### src/iqm_pkg.sv
package iqm_pkg;

  // Register byte addresses on the plain register port
  localparam logic [7:0] ADDR_BAND_SEL = 8'hc2;
  localparam logic [7:0] ADDR_RAM_WORD = 8'hc9;
  localparam logic [7:0] ADDR_RAM_ADDR = 8'hca;
  localparam logic [7:0] ADDR_TX_BYTE = 8'hcb;
  localparam logic [7:0] ADDR_PHASE_STEP = 8'hd1;
  localparam logic [7:0] ADDR_SCALE = 8'hd2;
  localparam logic [7:0] ADDR_CONTROL = 8'hd3;
  localparam logic [7:0] ADDR_STATE = 8'heb;

  // Field positions
  localparam int BAND_BIT = 7;
  localparam int CTRL_POLARITY_BIT = 5;
  localparam int CTRL_ENABLE_BIT = 4;
  localparam int CTRL_ASK_BIT = 3;
  localparam int CTRL_LOAD_BIT = 2;
  localparam int CTRL_SHIFT_BIT = 1;
  localparam int STATE_BUSY_BIT = 7;
  localparam int STATE_FIXED_BIT = 6;

  // Values after reset
  localparam logic BAND_RESET = 1'b1;
  localparam logic [7:0] BYTE_RESET = 8'h00;
  localparam logic [5:0] ADDR_RESET = 6'h00;
  localparam logic [11:0] PHASE_RESET = 12'h000;

  // Phase and wave constants
  localparam logic [11:0] QUARTER_TURN = 12'h400;
  localparam logic [3:0] BITS_PER_BYTE_M1 = 4'h7;
  localparam int ROM_ENTRIES = 128;

  // Quarter-wave sine table: 128 magnitudes of 8 bits, built at elaboration
  function automatic logic [1023:0] build_quarter_rom();
    logic [1023:0] t;
    longint x;
    longint x2;
    longint x3;
    longint x5;
    longint x7;
    longint s;
    longint m;
    int i;
    t = '0;
    for (i = 0; i < ROM_ENTRIES; i++) begin
      // Sample at the middle of each step, angle in Q16
      x = (longint'(2 * i + 1) * 205887) / 512;
      x2 = (x * x) >>> 16;
      x3 = (x * x2) >>> 16;
      x5 = (x3 * x2) >>> 16;
      x7 = (x5 * x2) >>> 16;
      s = x - x3 / 6 + x5 / 120 - x7 / 5040;
      m = (s * 255 + 32768) >>> 16;
      if (m > 255) begin
        m = 255;
      end
      t[8*i +: 8] = m[7:0];
    end
    return t;
  endfunction

  localparam logic [1023:0] QUARTER_ROM = build_quarter_rom();

  // Register port request
  typedef struct packed {
    logic [7:0] addr;
    logic [7:0] wdata;
    logic wr;
    logic rd;
  } iqm_req_t;

  // One I/Q sample pair for the DACs
  typedef struct packed {
    logic signed [8:0] i_word;
    logic signed [8:0] q_word;
  } iqm_sample_t;

endpackage

### src/iqm_modulator.sv
// The address-and-strobe port is this design's own decision.
`timescale 1ns/10ps
// Summary of operation
// All logic runs on the baseband clock
// Waveform only while modulation enable set
// 9-bit I/Q from quarter-wave ROM, unfolded
// Phase advances four times offset per clock
// FSK step adds RAM word to offset for one bits, subtracts it for zero bits
// 64 by 8 transmit RAM, 6-bit address
// Software fills RAM uniformly for ASK
// Bit spans address count, each scale clocks
// Bit rate halves: addresses swept twice
// Polarity swaps I/Q, selects sideband
// Mode bit: one ASK, zero FSK
// Band bit picks divider, resets to one
// RAM writes only in load mode
// Byte buffer shifts only when enabled
// Busy flag low when byte may load
// Bits sent MSB first, one per period
module iqm_modulator (
  // Clock and reset
  input wire logic sys_clk,
  input wire logic rst,
  // Register port
  input wire iqm_pkg::iqm_req_t reg_req,
  output logic [7:0] reg_rdata,
  // DAC and carrier outputs
  output iqm_pkg::iqm_sample_t dac,
  output logic carrier_band_315
);

  ////////////////////////////////////////////////////////////////////////
  // State
  typedef struct packed {
    logic band;               // Carrier divider select
    logic [7:0] phase_step;   // Baseband frequency offset
    logic [7:0] scale;        // Clocks per RAM address
    logic [5:0] ram_addr;     // Write pointer or addresses per bit
    logic polarity;           // Lower sideband when set
    logic mod_en;             // Modulation active
    logic ask_mode;           // ASK when set, FSK when clear
    logic load_mode;          // RAM load access
    logic shift_en;           // Byte buffer may shift
    logic [7:0] hold;         // Byte waiting to be sent
    logic hold_full;          // Busy flag
    logic [7:0] shreg;        // Bits still to send
    logic [3:0] bits_left;    // Bits left in shreg
    logic bit_active;         // A data bit is on air
    logic cur_bit;            // Value of the bit on air
    logic [11:0] phase;       // Phase accumulator
    logic [7:0] clk_cnt;      // Clocks spent on this address
    logic [6:0] slot;         // Address slot inside the bit
    logic [63:0][7:0] ram;    // Transmit RAM
    logic [7:0] rdata;        // Read data, one cycle late
    logic signed [8:0] i_out; // I sample
    logic signed [8:0] q_out; // Q sample
    logic band_out;           // Band select to the PLL divider
  } iqm_state_t;

  iqm_state_t st_reg;
  iqm_state_t st_next;

  // Helper values of the datapath
  logic [7:0] scale_eff;
  logic [5:0] nbits_eff;
  logic [6:0] last_slot;
  logic [6:0] mirror;
  logic [5:0] ram_idx;
  logic [7:0] word;
  logic [11:0] base_step;
  logic [11:0] step;
  logic bit_edge;
  logic gate;
  logic signed [8:0] sin_s;
  logic signed [8:0] cos_s;

  ////////////////////////////////////////////////////////////////////////
  // Quarter-wave unfold: upper phase bits pick mirror and sign
  function automatic logic signed [8:0] wave(input logic [11:0] p);
    logic [6:0] idx;
    logic [7:0] mag;
    idx = p[10] ? ~p[9:3] : p[9:3];
    mag = iqm_pkg::QUARTER_ROM[8*idx +: 8];
    wave = p[11] ? -$signed({1'b0, mag}) : $signed({1'b0, mag});
  endfunction

  ////////////////////////////////////////////////////////////////////////
  // Next-state logic
  always_comb begin
    st_next = st_reg;
    st_next.rdata = 8'h00;
    // Zero settings would stall the sequencer, so they count as one
    scale_eff = (st_reg.scale == 8'h00) ? 8'h01 : st_reg.scale;
    nbits_eff = (st_reg.ram_addr == 6'h00) ? 6'h01 : st_reg.ram_addr;
    last_slot = {nbits_eff, 1'b0} - 7'h01;
    // Sweep up then down, so each bit spends twice the address count
    mirror = last_slot - st_reg.slot;
    ram_idx = (st_reg.slot < {1'b0, nbits_eff}) ? st_reg.slot[5:0] : mirror[5:0];
    word = st_reg.ram[ram_idx];
    base_step = {2'h0, st_reg.phase_step, 2'h0};
    if (st_reg.ask_mode) begin
      step = base_step + {4'h0, word};
    end else if (st_reg.cur_bit) begin
      step = base_step + {4'h0, word};
    end else begin
      // Zero bits deviate below the centre tone
      step = base_step - {4'h0, word};
    end
    bit_edge = 1'b0;
    // ASK keys the carrier off for zero bits and idle time
    gate = st_reg.ask_mode ? (st_reg.bit_active & st_reg.cur_bit) : 1'b1;
    sin_s = wave(st_reg.phase);
    cos_s = wave(st_reg.phase + iqm_pkg::QUARTER_TURN);

    // Sequencer and waveform
    if (!st_reg.mod_en) begin
      // Inactive: outputs quiet and sequencing parked
      st_next.phase = iqm_pkg::PHASE_RESET;
      st_next.clk_cnt = 8'h00;
      st_next.slot = 7'h00;
      st_next.bit_active = 1'b0;
      st_next.cur_bit = 1'b0;
      st_next.bits_left = 4'h0;
      st_next.i_out = '0;
      st_next.q_out = '0;
    end else begin
      st_next.phase = st_reg.phase + step;
      if (!gate) begin
        st_next.i_out = '0;
        st_next.q_out = '0;
      end else if (st_reg.polarity) begin
        st_next.i_out = sin_s;
        st_next.q_out = cos_s;
      end else begin
        st_next.i_out = cos_s;
        st_next.q_out = sin_s;
      end
      // RAM sequencing is held while software loads the RAM
      if (!st_reg.load_mode) begin
        if (st_reg.clk_cnt >= scale_eff - 8'h01) begin
          st_next.clk_cnt = 8'h00;
          if (st_reg.slot >= last_slot) begin
            st_next.slot = 7'h00;
            bit_edge = 1'b1;
          end else begin
            st_next.slot = st_reg.slot + 7'h01;
          end
        end else begin
          st_next.clk_cnt = st_reg.clk_cnt + 8'h01;
        end
      end
      // Bit boundary: next bit, MSB first
      if (bit_edge) begin
        if (st_reg.bits_left != 4'h0) begin
          st_next.cur_bit = st_reg.shreg[7];
          st_next.shreg = {st_reg.shreg[6:0], 1'b0};
          st_next.bits_left = st_reg.bits_left - 4'h1;
          st_next.bit_active = 1'b1;
        end else if (st_reg.hold_full && st_reg.shift_en) begin
          st_next.cur_bit = st_reg.hold[7];
          st_next.shreg = {st_reg.hold[6:0], 1'b0};
          st_next.bits_left = iqm_pkg::BITS_PER_BYTE_M1;
          st_next.bit_active = 1'b1;
          st_next.hold_full = 1'b0;
        end else begin
          st_next.cur_bit = 1'b0;
          st_next.bit_active = 1'b0;
        end
      end
    end

    // Register writes
    if (reg_req.wr) begin
      case (reg_req.addr)
        iqm_pkg::ADDR_BAND_SEL: begin
          st_next.band = reg_req.wdata[iqm_pkg::BAND_BIT];
        end
        iqm_pkg::ADDR_TX_BYTE: begin
          // A byte written while busy is dropped; software polls first
          if (!st_reg.hold_full) begin
            st_next.hold = reg_req.wdata;
            st_next.hold_full = 1'b1;
          end
        end
        iqm_pkg::ADDR_PHASE_STEP: begin
          st_next.phase_step = reg_req.wdata;
        end
        iqm_pkg::ADDR_SCALE: begin
          st_next.scale = reg_req.wdata;
        end
        iqm_pkg::ADDR_CONTROL: begin
          st_next.polarity = reg_req.wdata[iqm_pkg::CTRL_POLARITY_BIT];
          st_next.mod_en = reg_req.wdata[iqm_pkg::CTRL_ENABLE_BIT];
          st_next.ask_mode = reg_req.wdata[iqm_pkg::CTRL_ASK_BIT];
          st_next.load_mode = reg_req.wdata[iqm_pkg::CTRL_LOAD_BIT];
          st_next.shift_en = reg_req.wdata[iqm_pkg::CTRL_SHIFT_BIT];
        end
        iqm_pkg::ADDR_RAM_WORD: begin
          if (st_reg.load_mode) begin
            st_next.ram[st_reg.ram_addr] = reg_req.wdata;
          end
        end
        iqm_pkg::ADDR_RAM_ADDR: begin
          // Same field is the write pointer and the per-bit address count
          if (st_reg.load_mode) begin
            st_next.ram_addr = reg_req.wdata[5:0];
          end
        end
        default: begin
          // Other addresses ignore writes
        end
      endcase
    end

    // Register reads: only the state register shows anything
    if (reg_req.rd) begin
      case (reg_req.addr)
        iqm_pkg::ADDR_STATE: begin
          st_next.rdata[iqm_pkg::STATE_BUSY_BIT] = st_reg.hold_full;
          st_next.rdata[iqm_pkg::STATE_FIXED_BIT] = 1'b1;
        end
        default: begin
          st_next.rdata = 8'h00;
        end
      endcase
    end

    st_next.band_out = st_next.band;
  end

  ////////////////////////////////////////////////////////////////////////
  // State register on the baseband clock
  always_ff @(posedge sys_clk or posedge rst) begin
    if (rst) begin
      st_reg <= '0;
      st_reg.band <= iqm_pkg::BAND_RESET;
      st_reg.band_out <= iqm_pkg::BAND_RESET;
      st_reg.hold <= iqm_pkg::BYTE_RESET;
      st_reg.ram_addr <= iqm_pkg::ADDR_RESET;
      st_reg.phase <= iqm_pkg::PHASE_RESET;
    end else begin
      st_reg <= st_next;
    end
  end

  // Outputs straight from the state flip-flops
  assign reg_rdata = st_reg.rdata;
  assign dac.i_word = st_reg.i_out;
  assign dac.q_word = st_reg.q_out;
  assign carrier_band_315 = st_reg.band_out;
endmodule

### config.mk
export PLATFORM = sky130hd
export DESIGN_NAME = iqm_modulator
export DESIGN_NICKNAME = d
export VERILOG_FILES = /design/src/iqm_pkg.sv /design/src/iqm_modulator.sv
export SDC_FILE = /design/constraint.sdc
export NUM_CORES = 2
export LEC_CHECK = 0
export BUFFER_PORTS_ARGS = -buffer_cell sky130_fd_sc_hd__clkbuf_2
export CORE_MARGIN = 2
export CORE_UTILIZATION = 55
export CTS_BUF_LIST = sky130_fd_sc_hd__clkbuf_8
export DETAILED_ROUTE_END_ITERATION = 8
export PLACE_DENSITY = 0.74
export REMOVE_ABC_BUFFERS = 1
export SLEW_MARGIN = 20
export SYNTH_ARGS = -nofsm -noshare
export SYNTH_HDL_FRONTEND = slang
export SYNTH_SLANG_ARGS = --single-unit
export TNS_END_PERCENT = 1
### constraint.sdc
create_clock -name sys_clk -period 20 [get_ports sys_clk]
set_input_delay 2 -clock sys_clk [delete_from_list [all_inputs] [get_ports sys_clk]]
set_output_delay 2 -clock sys_clk [all_outputs]
set_load 0.05 [all_outputs]
==> impl_metrics.yaml <==
final_layout:
  largest_reg_flops: 580
  area_growth_pct: 7.62
  drive_gt1_share_pct: 32.8
  diodes: 0
  layout_commonest_cell: "dfrtp_1"
  layout_common_cells: "dfrtp_1, mux2_2, nor2_1"
  utilization_pct: 59.8
  fin_nets: 2888
setup_path:
  path_max_fanout: 55
  worst_r2r_path_depth: 32
  reg2reg_to: "st_reg[564]$_DFF_PP0_"
  crit_top_cell: "a21oi_1"
  cp-end-kind: "flop"
  ff2ff_setup_slack_ns: 11.76
  path_class: "flop to flop"
  crit_path_start_kind: "flop"
  cp.required_ns: 20.57
  timing.rr.start: "st_reg[599]$_DFFE_PP0P_"
  crit_slowest_cell: "buf_4"
  max_stage_delay_ns: 0.69
  cp.arrival_ns: 8.81
global_routing:
  grt_pass1_vias: 23921
  grt_pass1_wl_um: 138000
  grt-ovfl-total: 0
  antenna_found_initial: 1
  grt_max_degree: 124
  grtUsageTotal_pct: 28.1
synth:
  synthCells: 2822
  ys.warnings.count: 0
  synth_compound_area_share_pct: 10.1
  syn_area_um2: 33500
  yosysUniqueCellTypes: 91
  synth_top_family_by_area: "multiplexers"
  synthMuxAreaShare_pct: 28.3
  syn_area_per_cell_um2: 11.9
  seq_area_frac_synth_pct: 45.5
  synthAdderAreaFrac_pct: 2.91
  synth_edf_count: 0
  synth-seq-cells: 609
  synth-simple-area-share_pct: 7.65
  synthFlopType: "dfrtp_1"
  async_flop_share_pct: 100
  synth_xor_area_share_pct: 1.70
sta:
  fin_skew_ns: 0.0329
  rsz0062_at_grt: "no"
  max_freq_mhz: 121
  setup_tns_ns: 0
  finalSetupViolations: 0
  min_period_ns: 8.24
  hold_viol: 0
  tightest_slew_ns: 1.24
  maxSlewViolCount: 0
  period_share_pct: 41.2
  max_slew_margin_pct: 16.7
power:
  leakagePower_nw: 17.2
  p_per_area_nw_per_um2: 68.5
  ir_worst_vdd_v: 0.0000567
floorplanning:
  die_area_um2: 62900
  die_height_um: 251
  initial_core_util_pct: 55.6
  io_pins: 47
  core_area_um2: 60200
  die_x_um: 251
  rows: 90
flow_run:
  maxCapViolations: 0
hold_path:
  min-delay-path-class: "flop to flop"
  worstHoldStart: "st_reg[521]$_DFFE_PP0P_"
  hold_end: "st_reg[521]$_DFFE_PP0P_"
  min_delay_path_depth: 1
cts:
  cts_hold_buf: 0
  post_cts.repair.setup_buffers: 0
  cts.clk_slew.worst_paths_ns: 0.07
  cts_tree: "yes"
  h-tree-depth: 3
  clk_path_buf_depth: 3
  cts_buffers: 102
  cts-root-buf: "clkbuf_8"
  post_cts_resized: 0
  clk_latency_ns: 0.71
  clkSinkCount: 609
drt:
  num_vias: 23762
  drt_wl_total_um: 87800
  drc_errors: 0
  final_antenna_net_count: 0
  drt_pass1_iterations: 8
  drtIter0Drc: 2114
  viasPerCell: 6.52
  wl_per_cell_um: 24.1
status:
  status: "finished, final reports clean"
place:
  gp_congestion: 0.978
  dp_hpwl_um: 58400
  numPortBuffers: 40
## cell type report
cell class | count | area [um2]
clock inverter | 54 | 258
inverter | 62 | 240
tap | 782 | 978
sequential | 609 | 15200
fill | 4726 | 24200
timing repair buffer | 87 | 553
multi-input combinational | 1930 | 17100
clock buffer | 121 | 1670
## per-layer routing
layer	part of all wire, %	routed length [um]	track usage, %	vias to the layer above
met5	0	0	0	-
met4	3.9	3410	12.0	0
met3	6.9	6040	4.51	201
met2	46	40700	44.0	978
met1	43	37600	39.2	12227
li1	-	-	-	10356
## logic make-up after synthesis
| logic type | count (synthesis) |
|---|---|
| buffers and inverters | 288 |
| other | 1 |
| AOI/OAI and AO/OA | 504 |
| DFF | 609 |
| adders and majority gates | 76 |
| muxes | 743 |
| and+or+nand+nor | 536 |
| xor gates and xnor gates | 65 |
## critical path: cells and delay by family, from the launching register on
| family | cells | cell delay, ns |
|---|---|---|
| adders and majority gates | 4 | 1.26 |
| and+or+nand+nor | 9 | 1.61 |
| muxes | 2 | 0.47 |
| DFF | 1 | 0.45 |
| xor gates and xnor gates | 3 | 0.41 |
| buffers and inverters | 2 | 0.80 |
| AOI/OAI and AO/OA | 12 | 3.08 |
## cell usage after synthesis, types with 18 or more instances
master | count | area share (%)
o22ai_1 | 31 | 0.58
nand3_1 | 39 | 0.58
ha_1 | 73 | 2.7
a21oi_1 | 124 | 1.9
xnor2_1 | 41 | 1.1
o221ai_1 | 22 | 0.58
mux2i_1 | 70 | 2.1
buf_2 | 20 | 0.30
inv_1 | 57 | 0.64
a211oi_1 | 52 | 1.2
nor2_1 | 180 | 2.0
o21ai_0 | 89 | 1.3
xor2_1 | 24 | 0.63
clkbuf_1 | 152 | 1.7
nor3_1 | 30 | 0.45
a31oi_1 | 18 | 0.34
nand2b_1 | 19 | 0.35
buf_4 | 33 | 0.74
mux4_2 | 107 | 7.2
nand2_1 | 137 | 1.5
a21o_1 | 20 | 0.45
mux2_2 | 565 | 19
nor2b_1 | 35 | 0.65
dfrtp_1 | 608 | 45
## power breakdown
| part | switching (mW) | internal, mW |
|---|---|---|
| combinational | 0.125 | 0.0563 |
| sequential | 0.00490 | 1.24 |
| clock | 0.498 | 0.546 |
## per-stage QoR
step / total power [mW] / instance area (um2) / setup WS (ns) / cells / hold WS (ns)
after floorplan: 1.38 / 32500 / 0.952 / 2601 / 0.466
after global placement: 1.44 / 34100 / 12.10 / 3470 / 0.481
after detailed placement: 1.44 / 34100 / 11.89 / 3470 / 0.487
after CTS: 2.49 / 36000 / 11.83 / 3645 / 0.500
after global routing: 2.56 / 36000 / 11.21 / 3645 / 0.508
final: 2.47 / 36000 / 11.76 / 3645 / 0.500
## how the worst max path moves through the flow
stage | from | end | slack (ns) | cells after the start
floorplan | rst | base_step[2]$_DFFE_PP0P_ | 0.95 | 1
global placement | st_reg[540]$_DFFE_PP0P_ | st_reg[565]$_DFF_PP0_ | 12.10 | 29
detailed placement | st_reg[599]$_DFFE_PP0P_ | st_reg[564]$_DFF_PP0_ | 11.89 | 31
CTS | st_reg[599]$_DFFE_PP0P_ | st_reg[564]$_DFF_PP0_ | 11.83 | 31
global route | st_reg[598]$_DFFE_PP0P_ | st_reg[565]$_DFF_PP0_ | 11.21 | 33
finish | st_reg[599]$_DFFE_PP0P_ | st_reg[564]$_DFF_PP0_ | 11.76 | 32
Note: power is estimated with default switching activity, not from simulation.
